`src/include/ovr_pkg.sv`:
```
// Constants for the output over-voltage fault reaction block.
// Assumes a single 125 MHz system clock; the delay time unit arrives as a cycle count.
package ovr_pkg;

  // ----------------------------------------------------------------
  // Register map
  // ----------------------------------------------------------------
  localparam logic [7:0] OVR_REACTION_CODE  = 8'h41;
  localparam logic [7:0] OVR_REACTION_RESET = 8'h80;

  // ----------------------------------------------------------------
  // Field layout of the reaction byte
  // ----------------------------------------------------------------
  localparam int         OVR_MODE_MSB  = 7;
  localparam int         OVR_MODE_LSB  = 6;
  localparam int         OVR_RETRY_MSB = 5;
  localparam int         OVR_RETRY_LSB = 3;
  localparam int         OVR_DLY_MSB   = 2;
  localparam int         OVR_DLY_LSB   = 0;
  localparam logic [1:0] OVR_MODE_IGNORE  = 2'h0;
  localparam logic [1:0] OVR_MODE_DELAYED = 2'h1;
  localparam logic [1:0] OVR_MODE_SHUTDN  = 2'h2;
  localparam logic [1:0] OVR_MODE_HOLD    = 2'h3;
  localparam logic [2:0] OVR_RETRY_NONE   = 3'h0;
  localparam logic [2:0] OVR_RETRY_ALWAYS = 3'h7;

  // ----------------------------------------------------------------
  // Timing
  // ----------------------------------------------------------------
  localparam int         OVR_UNIT_W  = 16;
  localparam int         OVR_TMR_W   = 23;
  localparam logic [OVR_TMR_W-1:0] OVR_TMR_ONE = 23'h000001;

  typedef enum logic [2:0] {
    ST_OFF,
    ST_RUN,
    ST_DELAY,
    ST_HOLD,
    ST_WAIT,
    ST_TRY,
    ST_LATCH
  } ovr_state_t;

endpackage

```
`src/core/ovr_core.sv`:
```
// Output over-voltage fault reaction: reaction byte, retry sequencer and output enable.
// Assumes the command decoder delivers byte writes on the system clock, and the fault,
// control and bias pins arrive asynchronously.
`timescale 1ns/1ns
module ovr_core
  import ovr_pkg::*;
(
  input  wire logic                  i_clk_sys,
  input  wire logic                  i_arst_n,
  input  wire logic [7:0]            i_cmd_code,
  input  wire logic                  i_wr_stb,
  input  wire logic [7:0]            i_wr_data,
  output logic      [7:0]            o_rd_data,
  input  wire logic [OVR_UNIT_W-1:0] i_time_unit,
  input  wire logic                  i_clear_faults,
  input  wire logic                  i_op_on,
  input  wire logic                  i_other_shutdown,
  input  wire logic                  i_ov_fault,
  input  wire logic                  i_ctrl_on,
  input  wire logic                  i_bias_ok,
  output logic                       o_vout_en,
  output logic                       o_fault_latched,
  output logic      [2:0]            o_attempts
);

  // ----------------------------------------------------------------
  // Pin synchronisers
  // ----------------------------------------------------------------
  logic [2:0] sync1_r;
  logic [2:0] sync2_r;

  always_ff @(posedge i_clk_sys or negedge i_arst_n)
  begin
    if (!i_arst_n)
    begin
      sync1_r <= 3'h0;
      sync2_r <= 3'h0;
    end
    else
    begin
      sync1_r <= {i_bias_ok, i_ctrl_on, i_ov_fault};
      sync2_r <= sync1_r;
    end
  end

  wire ov_s   = sync2_r[0];
  wire kill   = !(sync2_r[1] && i_op_on) || !sync2_r[2] || i_other_shutdown;

  // ----------------------------------------------------------------
  // Reaction byte
  // ----------------------------------------------------------------
  logic [7:0] cfg_r;

  wire        cfg_hit = i_cmd_code == OVR_REACTION_CODE;
  wire [1:0]  mode    = cfg_r[OVR_MODE_MSB:OVR_MODE_LSB];
  wire [2:0]  retry   = cfg_r[OVR_RETRY_MSB:OVR_RETRY_LSB];
  wire [2:0]  dly_exp = cfg_r[OVR_DLY_MSB:OVR_DLY_LSB];

  always_ff @(posedge i_clk_sys or negedge i_arst_n)
  begin
    if (!i_arst_n)
      cfg_r <= OVR_REACTION_RESET;
    else if (i_wr_stb && cfg_hit)
      cfg_r <= i_wr_data;
  end

  assign o_rd_data = cfg_hit ? cfg_r : 8'h00;

  // ----------------------------------------------------------------
  // Delay and retry bookkeeping
  // ----------------------------------------------------------------
  // Unit width plus the largest exponent fits the timer exactly; no wrap possible.
  wire [OVR_TMR_W-1:0] dly_load = {7'h00, i_time_unit} << dly_exp;

  ovr_state_t          st_r;
  ovr_state_t          st_nxt;
  logic [OVR_TMR_W-1:0] tmr_r;
  logic [OVR_TMR_W-1:0] tmr_nxt;
  logic [2:0]           att_r;
  logic [2:0]           att_nxt;
  logic                 out_en_r;

  wire tmr_done  = tmr_r <= OVR_TMR_ONE;
  wire continuous = retry == OVR_RETRY_ALWAYS;
  wire more_tries = continuous || (att_r < retry);
  wire [OVR_TMR_W-1:0] tmr_dec = (tmr_r != '0) ? tmr_r - OVR_TMR_ONE : tmr_r;

  // ----------------------------------------------------------------
  // Sequencer
  // ----------------------------------------------------------------
  always_comb
  begin
    st_nxt  = st_r;
    tmr_nxt = tmr_dec;
    att_nxt = att_r;
    unique case (st_r)
      ST_OFF:
      begin
        st_nxt  = ST_RUN;
        att_nxt = 3'h0;
      end
      ST_RUN:
        if (ov_s)
        begin
          unique case (mode)
            OVR_MODE_IGNORE:  st_nxt = ST_RUN;
            OVR_MODE_DELAYED:
            begin
              st_nxt  = ST_DELAY;
              tmr_nxt = dly_load;
            end
            OVR_MODE_SHUTDN:
            begin
              st_nxt  = (retry == OVR_RETRY_NONE) ? ST_LATCH : ST_WAIT;
              tmr_nxt = dly_load;
            end
            OVR_MODE_HOLD:    st_nxt = ST_HOLD;
          endcase
        end
      ST_DELAY:
        if (tmr_done)
        begin
          if (!ov_s)
            st_nxt = ST_RUN;
          else
          begin
            st_nxt  = (retry == OVR_RETRY_NONE) ? ST_LATCH : ST_WAIT;
            tmr_nxt = dly_load;
          end
        end
      ST_HOLD:
        if (!ov_s)
          st_nxt = ST_RUN;
      ST_WAIT:
        if (tmr_done)
        begin
          if (more_tries)
          begin
            st_nxt  = ST_TRY;
            tmr_nxt = dly_load;
            att_nxt = continuous ? att_r : att_r + 3'h1;
          end
          else
            st_nxt = ST_LATCH;
        end
      // A failed attempt keeps the running timer so attempts start a full delay apart
      ST_TRY:
        if (ov_s)
          st_nxt = ST_WAIT;
        else if (tmr_done)
        begin
          st_nxt  = ST_RUN;
          att_nxt = 3'h0;
        end
      ST_LATCH:
        if (i_clear_faults)
          st_nxt = ST_OFF;
    endcase
    if (kill)
    begin
      st_nxt  = ST_OFF;
      att_nxt = 3'h0;
    end
  end

  wire en_nxt = (st_nxt == ST_RUN) || (st_nxt == ST_DELAY) || (st_nxt == ST_TRY);

  always_ff @(posedge i_clk_sys or negedge i_arst_n)
  begin
    if (!i_arst_n)
    begin
      st_r     <= ST_OFF;
      tmr_r    <= '0;
      att_r    <= 3'h0;
      out_en_r <= 1'b0;
    end
    else
    begin
      st_r     <= st_nxt;
      tmr_r    <= tmr_nxt;
      att_r    <= att_nxt;
      out_en_r <= en_nxt;
    end
  end

  assign o_vout_en       = out_en_r;
  assign o_fault_latched = st_r == ST_LATCH;
  assign o_attempts      = att_r;
endmodule

```
`config.mk`:
```
export PLATFORM = sky130hd
export DESIGN_NAME = ovr_core
export DESIGN_NICKNAME = d
export VERILOG_FILES = /design/src/include/ovr_pkg.sv /design/src/core/ovr_core.sv
export SDC_FILE = /design/constraint.sdc
export NUM_CORES = 1
export LEC_CHECK = 0
export ABC_CLOCK_PERIOD_IN_PS = 1900
export BUFFER_PORTS_ARGS = -buffer_cell sky130_fd_sc_hd__buf_4
export CAP_MARGIN = 30
export CORE_ASPECT_RATIO = 0.7
export CORE_MARGIN = 2
export CORE_UTILIZATION = 40
export CTS_CLUSTER_SIZE = 16
export DETAILED_ROUTE_END_ITERATION = 10
export PLACE_DENSITY = 0.61
export SYNTH_ARGS = -nofsm -noshare
export SYNTH_HDL_FRONTEND = slang
export SYNTH_SLANG_ARGS = --single-unit
```
`constraint.sdc`:
```
create_clock -name i_clk_sys -period 1.9 [get_ports i_clk_sys]
set_input_delay 0.095 -clock i_clk_sys [delete_from_list [all_inputs] [get_ports i_clk_sys]]
set_output_delay 0.095 -clock i_clk_sys [all_outputs]
set_load 0.03 [all_outputs]
```
==> flow_summary.yaml, run 1 <==
run_status:
  status: "finished with violations"
  violations: "negative setup slack"
synthesis:
  yosysSeqAreaShare_pct: 34.0
  ys_types: 58
  syn-cell-area_mm2: 0.00324
  synth_edf_count: 0
  async_flop_share_pct: 100
  ys_ff_latch: 44
  synth_top_cell_area_share_pct: 33.2
  synth_area_per_cell_um2: 9.54
  ys_warn_count: 0
  yosys.area.top_type: "dfrtp_1"
  ys_top_cells_by_area: "dfrtp_1 (33%), mux2i_1 (14%), mux2_2 (6.9%)"
  synth_ff_type: "dfrtp_1"
  syn_inst: 340
  syn_nets: 390
pwr:
  pwr-share-seq_pct: 32.7
  p_int_mw: 2.67
  ir_drop_uv: 670
  sw_frac_of_total_pct: 33.2
  p_leak_nw: 2.24
  switchingPower_mw: 1.33
  combPwrFrac_pct: 43.0
  power.density_mw_per_mm2: 838
  clkPwrFrac_pct: 24.4
clock_tree:
  cts_max_level: 2
  insertion_delay_ns: 0.28
  clock_tree.root_cell: "clkbuf_16"
  clk_pin_slew_worst_paths_ns: 0.06
  clkSinkCount: 44
  cts.path.max_buffers: 2
  cts_tree: "built"
  cts_buffers: 5
floorplanning:
  die_width_um: 112
  dieArea_mm2: 0.00886
  io_pins: 54
  die_h_um: 79.3
  core_area_mm2: 0.00787
  num_rows: 27
  initial_core_util_pct: 41.2
routing:
  dr.pass1.iters: 4
  ant_nets: 0
  viasPerCell: 5.36
  wire_per_inst_um: 15.4
  finalWirelength_um: 8800
  initialDrtViolationCount: 153
  num_vias: 3073
  route.detailed.drc: 0
global_route:
  antenna_found_initial: 0
  grt-ovfl-total: 0
  first_global_vias: 2999
  grt_usage_pct: 20.5
  grt_pass1_wl_um: 14500
  grt_start_max_net_pins: 45
final_layout:
  nets: 521
  syn_to_final_growth_pct: 47.2
  finish.utilization_pct: 60.6
  diodes: 0
  mostFrequentLayoutCell: "buf_4"
  mostFrequentLayoutCells: "buf_4 (127), mux2i_1 (44), dfrtp_1 (41), nand2_1 (28)"
  stdcell_count: 573
  drive_gt1_share_pct: 42.2
  nFillCells: 645
sta:
  period_share_pct: 111
  clock-skew-final_ns: 0.00490
  slew_headroom_pct: 62.5
  setup_viol: 29
  finalWorstPathRequiredPeriod_ns: 2.11
  slew_violations: 0
  worst_slew_pin_slew_ns: 0.562
  rsz0062_at_grt: "true"
  setup_ws_ns: -0.210
  max_freq_mhz: 474
  hold_violations: 0
min_path:
  min_to: "cfg_r[1]$_DFFE_PN0P_"
  hold_depth: 2
  hold_class: "in2reg"
  hp-start: "i_wr_data[1]"
setup_path:
  cp-end-kind: "flop"
  r2r-start: "tmr_r[21]$_DFF_PN0_"
  critPathTopFamily: "simple AND/OR/NAND/NOR gates"
  crit_type: "reg2reg"
  reg2reg_slack_ns: -0.21
  ff2ff_path_depth: 8
  cp_num_buf_inv: 2
  start_kind: "flop"
  required_ns: 2.11
  crit_path_cell_trace: "buf_4 -> nor3_4 -> nand4_1 -> buf_4 -> o32ai_4 -> o211ai_4 -> or4b_1 -> o21ai_1"
  path_common_cell: "buf_4"
  arrival_ns: 2.32
  crit_slowest_cell: "or4b_1"
  crit_fanout: 4
  r2r-end: "o_attempts[2]$_DFFE_PN0P_"
  max_stage_delay_ns: 0.51
placement:
  dp_cells: 549
  dp_hpwl_um: 6540
  gp_congestion: 0.841
  place_ws_ns: -0.303
  portBuffers: 53
flow_run:
  maxCapViolCount: 0
-- sequential cells by signal (all words and copies together), names as in the netlist --
register    count
o_vout_en       1
tmr_r          23
st_r            3
sync1_r         3
o_attempts      3
sync2_r         3
cfg_r           8
-- through the flow --
step | cell area (um2) | power, mW | hold WS [ns] | TNS [ns]
2_1_floorplan | 3260 | 1.96 | -0.201 | -2.32
3_3_place_gp | 4250 | 2.64 | 0.126 | -5.06
3_5_place_dp | 4250 | 2.68 | 0.131 | -7.42
4_1_cts | 4680 | 3.92 | 0.0398 | -1.88
5_1_grt | 4770 | 4.21 | 0.0384 | -5.66
6_report | 4770 | 4.00 | 0.0397 | -3.28
-- layer usage --
layer	vias up	global-route usage, %	part of all wire [%]
li1	1493	-	-
met1	1473	30.1	50
met2	98	32.1	44
met3	9	2.82	4.5
met4	0	4.57	1.0
met5	-	0	0
-- power groups by stage --
| stage | sequential [mW] | combinational, mW | clock [mW] |
|---|---|---|---|
| finish | 1.31 | 1.72 | 0.974 |
| global route | 1.33 | 1.85 | 1.03 |
| CTS | 1.30 | 1.64 | 0.984 |
| detailed placement | 1.29 | 1.39 | 0 |
| global placement | 1.29 | 1.35 | 0 |
| floorplan | 1.32 | 0.639 | 0 |
-- timing repair --
item / CTS / global route
gates resized for setup: 30 / 16
hold buffers: 4 / 0
setup buffers: 10 / 2
endpoints found under the setup margin: 30 / 30
endpoints found under the hold margin: 46 / 0
pin swaps: 13 / 5
-- area by class of cell --
class | instances | area [um2] | area share, %
Multi-Input combinational cell | 272 | 2250 | 47.2
Sequential cell | 44 | 1100 | 23.1
Timing Repair Buffer | 138 | 1090 | 22.8
Clock buffer | 6 | 129 | 2.70
Tap cell | 101 | 126 | 2.65
Inverter | 10 | 37.5 | 0.786
Clock inverter | 2 | 35.0 | 0.734
-- cells in the mapped netlist, types with 3 or more instances --
library cell,number
nand3_1,12
xnor2_1,11
buf_1,3
ha_1,9
xor2_1,11
inv_1,8
dfrtp_1,43
nand2b_1,6
mux2i_1,45
mux2_2,20
nor2_1,24
a211oi_1,4
nand2_1,29
clkbuf_1,8
a21o_1,3
o21ai_0,10
nor3_2,3
nor2b_1,5
or3_1,6
a21oi_1,7
and2_1,12
or4_1,4
nor3_1,14
-- cells by family after synthesis --
| group | synth area share [%] |
|---|---|
| AOI/OAI and AO/OA | 9.95 |
| muxes | 20.8 |
| and+or+nand+nor | 22.5 |
| DFF | 34.0 |
| xor gates and xnor gates | 5.94 |
| buffers and inverters | 3.28 |
| adders and majority gates | 3.47 |
-- worst max path at each step --
| stage | startpoint | to | slack [ns] | cells past startpoint |
|---|---|---|---|---|
| after floorplan | tmr_r[10]$_DFF_PN0_ | o_attempts[2]$_DFFE_PN0P_ | -0.13 | 6 |
| after global placement | tmr_r[21]$_DFF_PN0_ | o_attempts[2]$_DFFE_PN0P_ | -0.21 | 8 |
| after detailed placement | tmr_r[21]$_DFF_PN0_ | o_attempts[2]$_DFFE_PN0P_ | -0.30 | 8 |
| after CTS | tmr_r[10]$_DFF_PN0_ | o_attempts[2]$_DFFE_PN0P_ | -0.17 | 7 |
| after global routing | tmr_r[14]$_DFF_PN0_ | o_attempts[2]$_DFFE_PN0P_ | -0.28 | 7 |
| final | tmr_r[21]$_DFF_PN0_ | o_attempts[2]$_DFFE_PN0P_ | -0.21 | 8 |
-- worst register-to-register path, stage by stage, from the launching register on --
cell and delay (ns):
dfrtp_1 0.40, buf_4 0.17, nor3_4 0.23, nand4_1 0.16, buf_4 0.17, o32ai_4 0.17
o211ai_4 0.15, or4b_1 0.51, o21ai_1 0.09
(Power assumes the default switching activity.)
==> run 2, diff against run 1 <==
--- a/config.mk
+++ b/config.mk
@@ -5,7 +5,7 @@
 export SDC_FILE = /design/constraint.sdc
 export NUM_CORES = 1
 export LEC_CHECK = 0
-export ABC_CLOCK_PERIOD_IN_PS = 1900
+export ABC_CLOCK_PERIOD_IN_PS = 2160
 export BUFFER_PORTS_ARGS = -buffer_cell sky130_fd_sc_hd__buf_4
 export CAP_MARGIN = 30
 export CORE_ASPECT_RATIO = 0.7
@@ -13,7 +13,7 @@
 export CORE_UTILIZATION = 40
 export CTS_CLUSTER_SIZE = 16
 export DETAILED_ROUTE_END_ITERATION = 10
-export PLACE_DENSITY = 0.61
+export PLACE_DENSITY = 0.59
 export SYNTH_ARGS = -nofsm -noshare
 export SYNTH_HDL_FRONTEND = slang
 export SYNTH_SLANG_ARGS = --single-unit
==> constraint.sdc (replaced) <==
create_clock -name i_clk_sys -period 2.16 [get_ports i_clk_sys]
set_input_delay 0.108 -clock i_clk_sys [delete_from_list [all_inputs] [get_ports i_clk_sys]]
set_output_delay 0.108 -clock i_clk_sys [all_outputs]
set_load 0.03 [all_outputs]
==> run 2 against run 1 <==
- the flow still finishes with violations (negative setup slack)
- combinational power fell by 38%
- setup slack improved by 0.17 ns
- critical path depth down 2
- clock power is 20% lower
- hold slack better by 0.0075 ns
- critical endpoint unchanged
==> flow_summary.yaml, run 2 (synthesized netlist as in run 1, its figures left out) <==
run_status:
  status: "finished with violations"
  violations: "negative setup slack"
setup_path:
  required_ns: 2.37
  critPathLaunch: "tmr_r[14]$_DFF_PN0_"
  arrival_ns: 2.41
  crit_type: "reg2reg"
  crit_fanout: 4
  cp_num_buf_inv: 0
  crit_path_cell_trace: "nor3_1 -> nand3_2 -> o32ai_4 -> o211ai_4 -> or4b_1 -> o21ai_1"
  reg2reg_slack_ns: -0.04
  start_kind: "flop"
  crit_slowest_cell: "or4b_1"
  cp-end-kind: "flop"
  critPathTopFamily: "simple AND/OR/NAND/NOR gates"
  max_stage_delay_ns: 0.51
  r2r-start: "tmr_r[14]$_DFF_PN0_"
  r2r-end: "o_attempts[2]$_DFFE_PN0P_"
  ff2ff_path_depth: 6
global_route:
  first_global_vias: 2633
  grt_pass1_wl_um: 13000
  grt_usage_pct: 18.4
  grt_start_max_net_pins: 45
  grt-ovfl-total: 0
  antenna_found_initial: 0
sta:
  finalWorstPathRequiredPeriod_ns: 2.20
  setup_viol: 1
  hold_violations: 0
  clock-skew-final_ns: 0.00824
  setup_ws_ns: -0.0371
  worst_slew_pin_slew_ns: 0.569
  rsz0062_at_grt: "true"
  slew_headroom_pct: 62.1
  slew_violations: 0
  period_share_pct: 102
  holdWs_ns: 0.0473
  max_freq_mhz: 455
  setup_tns_ns: -0.0371
floorplanning:
  io_pins: 54
  num_rows: 27
  die_h_um: 79.3
  core_area_mm2: 0.00787
  die_width_um: 112
  dieArea_mm2: 0.00886
  initial_core_util_pct: 41.2
flow_run:
  maxCapViolCount: 0
final_layout:
  mostFrequentLayoutCells: "buf_4 (90), mux2i_1 (45), dfrtp_1 (43), nand2_1 (29), nor2_1 (23)"
  mostFrequentLayoutCell: "buf_4"
  nets: 480
  diodes: 0
  largest_reg_flops: 23
  finish.utilization_pct: 54.7
  drive_gt1_share_pct: 33.6
  regMostFlops: "tmr_r"
  top_regs: "tmr_r (23), cfg_r (8)"
  syn_to_final_growth_pct: 32.7
routing:
  ant_nets: 0
  viasPerCell: 5.30
  finalWirelength_um: 8200
  dr.pass1.iters: 4
  num_vias: 2822
  initialDrtViolationCount: 110
  wire_per_inst_um: 15.4
  route.detailed.drc: 0
placement:
  gp_congestion: 0.865
  dp_hpwl_um: 6240
  portBuffers: 53
clock_tree:
  cts_tree: "built"
  clkSinkCount: 44
  clock_tree.root_cell: "clkbuf_16"
  cts.path.max_buffers: 2
  clk_pin_slew_worst_paths_ns: 0.07
  cts_buffers: 5
  cts_max_level: 2
  insertion_delay_ns: 0.29
min_path:
  hold_depth: 2
  min_to: "cfg_r[2]$_DFFE_PN0P_"
  hold_class: "in2reg"
  hp-start: "i_wr_data[2]"
pwr:
  ir_drop_uv: 416
  power.total_mw: 2.99
  power.density_mw_per_mm2: 696
  p_leak_nw: 2.00
==> run 2: changes by cell type in the layout (fill, tap and decap cells not counted), sizes merged <==
cell,before,now
buf,134,92
bufinv,1,0
clkbuf,6,8
clkinv,2,1
clkinvlp,0,1
==> run 2: final cells by class <==
class / instances / area (um2)
Inverter: 10 / 37.5
Multi-Input combinational cell: 272 / 2120
Clock inverter: 1 / 7.51
Fill cell: 727 / 3570
Timing Repair Buffer: 97 / 772
Clock buffer: 7 / 143
Sequential cell: 44 / 1100
Tap cell: 101 / 126
==> run 2: repair_timing <==
item,in CTS,in global routing
hold buffers,4,0
pin swaps,1,3
endpoints found under the hold margin,46,0
endpoints found under the setup margin,3,28
resized for setup,4,12
buffers inserted,0,3
gates cloned,0,1
==> run 2: where the power goes <==
group	internal [mW]	switching, mW
registers	0.990	0.167
clock network	0.461	0.316
logic	0.527	0.532
==> run 2: metrics by stage <==
| step | worst slack [ns] | cells | area [um2] |
|---|---|---|---|
| after global routing | -0.136 | 532 | 4300 |
| after CTS | -0.0181 | 528 | 4190 |
| final | -0.0371 | 532 | 4300 |
| after floorplan | 0.0460 | 340 | 3240 |
| after global placement | 0.0578 | 516 | 3980 |
| after detailed placement | -0.00248 | 516 | 3980 |
==> run 2: layer usage <==
layer	vias up	routed length [um]	share of wire, %	GRT usage (%)
li1	1404	-	-	-
met1	1335	4350	53	28.9
met2	76	3360	41	26.5
met3	7	403	4.9	2.67
met4	0	83	1.0	4.07
met5	-	0	0	0
==> run 2: worst reg2reg max path, delay by kind of cell, from the launching register on <==
kind,cells,cell delay [ns]
AO/OA/AOI/OAI,3,0.62
flip-flops,1,0.37
AND/OR/NAND/NOR,3,1.13
==> run 2: worst max path at each step <==
| stage | endpoint | slack (ns) | cells past startpoint |
|---|---|---|---|
| after global routing | o_attempts[2]$_DFFE_PN0P_ | -0.14 | 6 |
| after global placement | o_attempts[1]$_DFFE_PN0P_ | 0.06 | 6 |
| after CTS | o_attempts[2]$_DFFE_PN0P_ | -0.02 | 6 |
| final | o_attempts[2]$_DFFE_PN0P_ | -0.04 | 6 |
| after detailed placement | tmr_r[14]$_DFF_PN0_ | -0.002 | 8 |
| after floorplan | tmr_r[0]$_DFF_PN0_ | 0.05 | 7 |
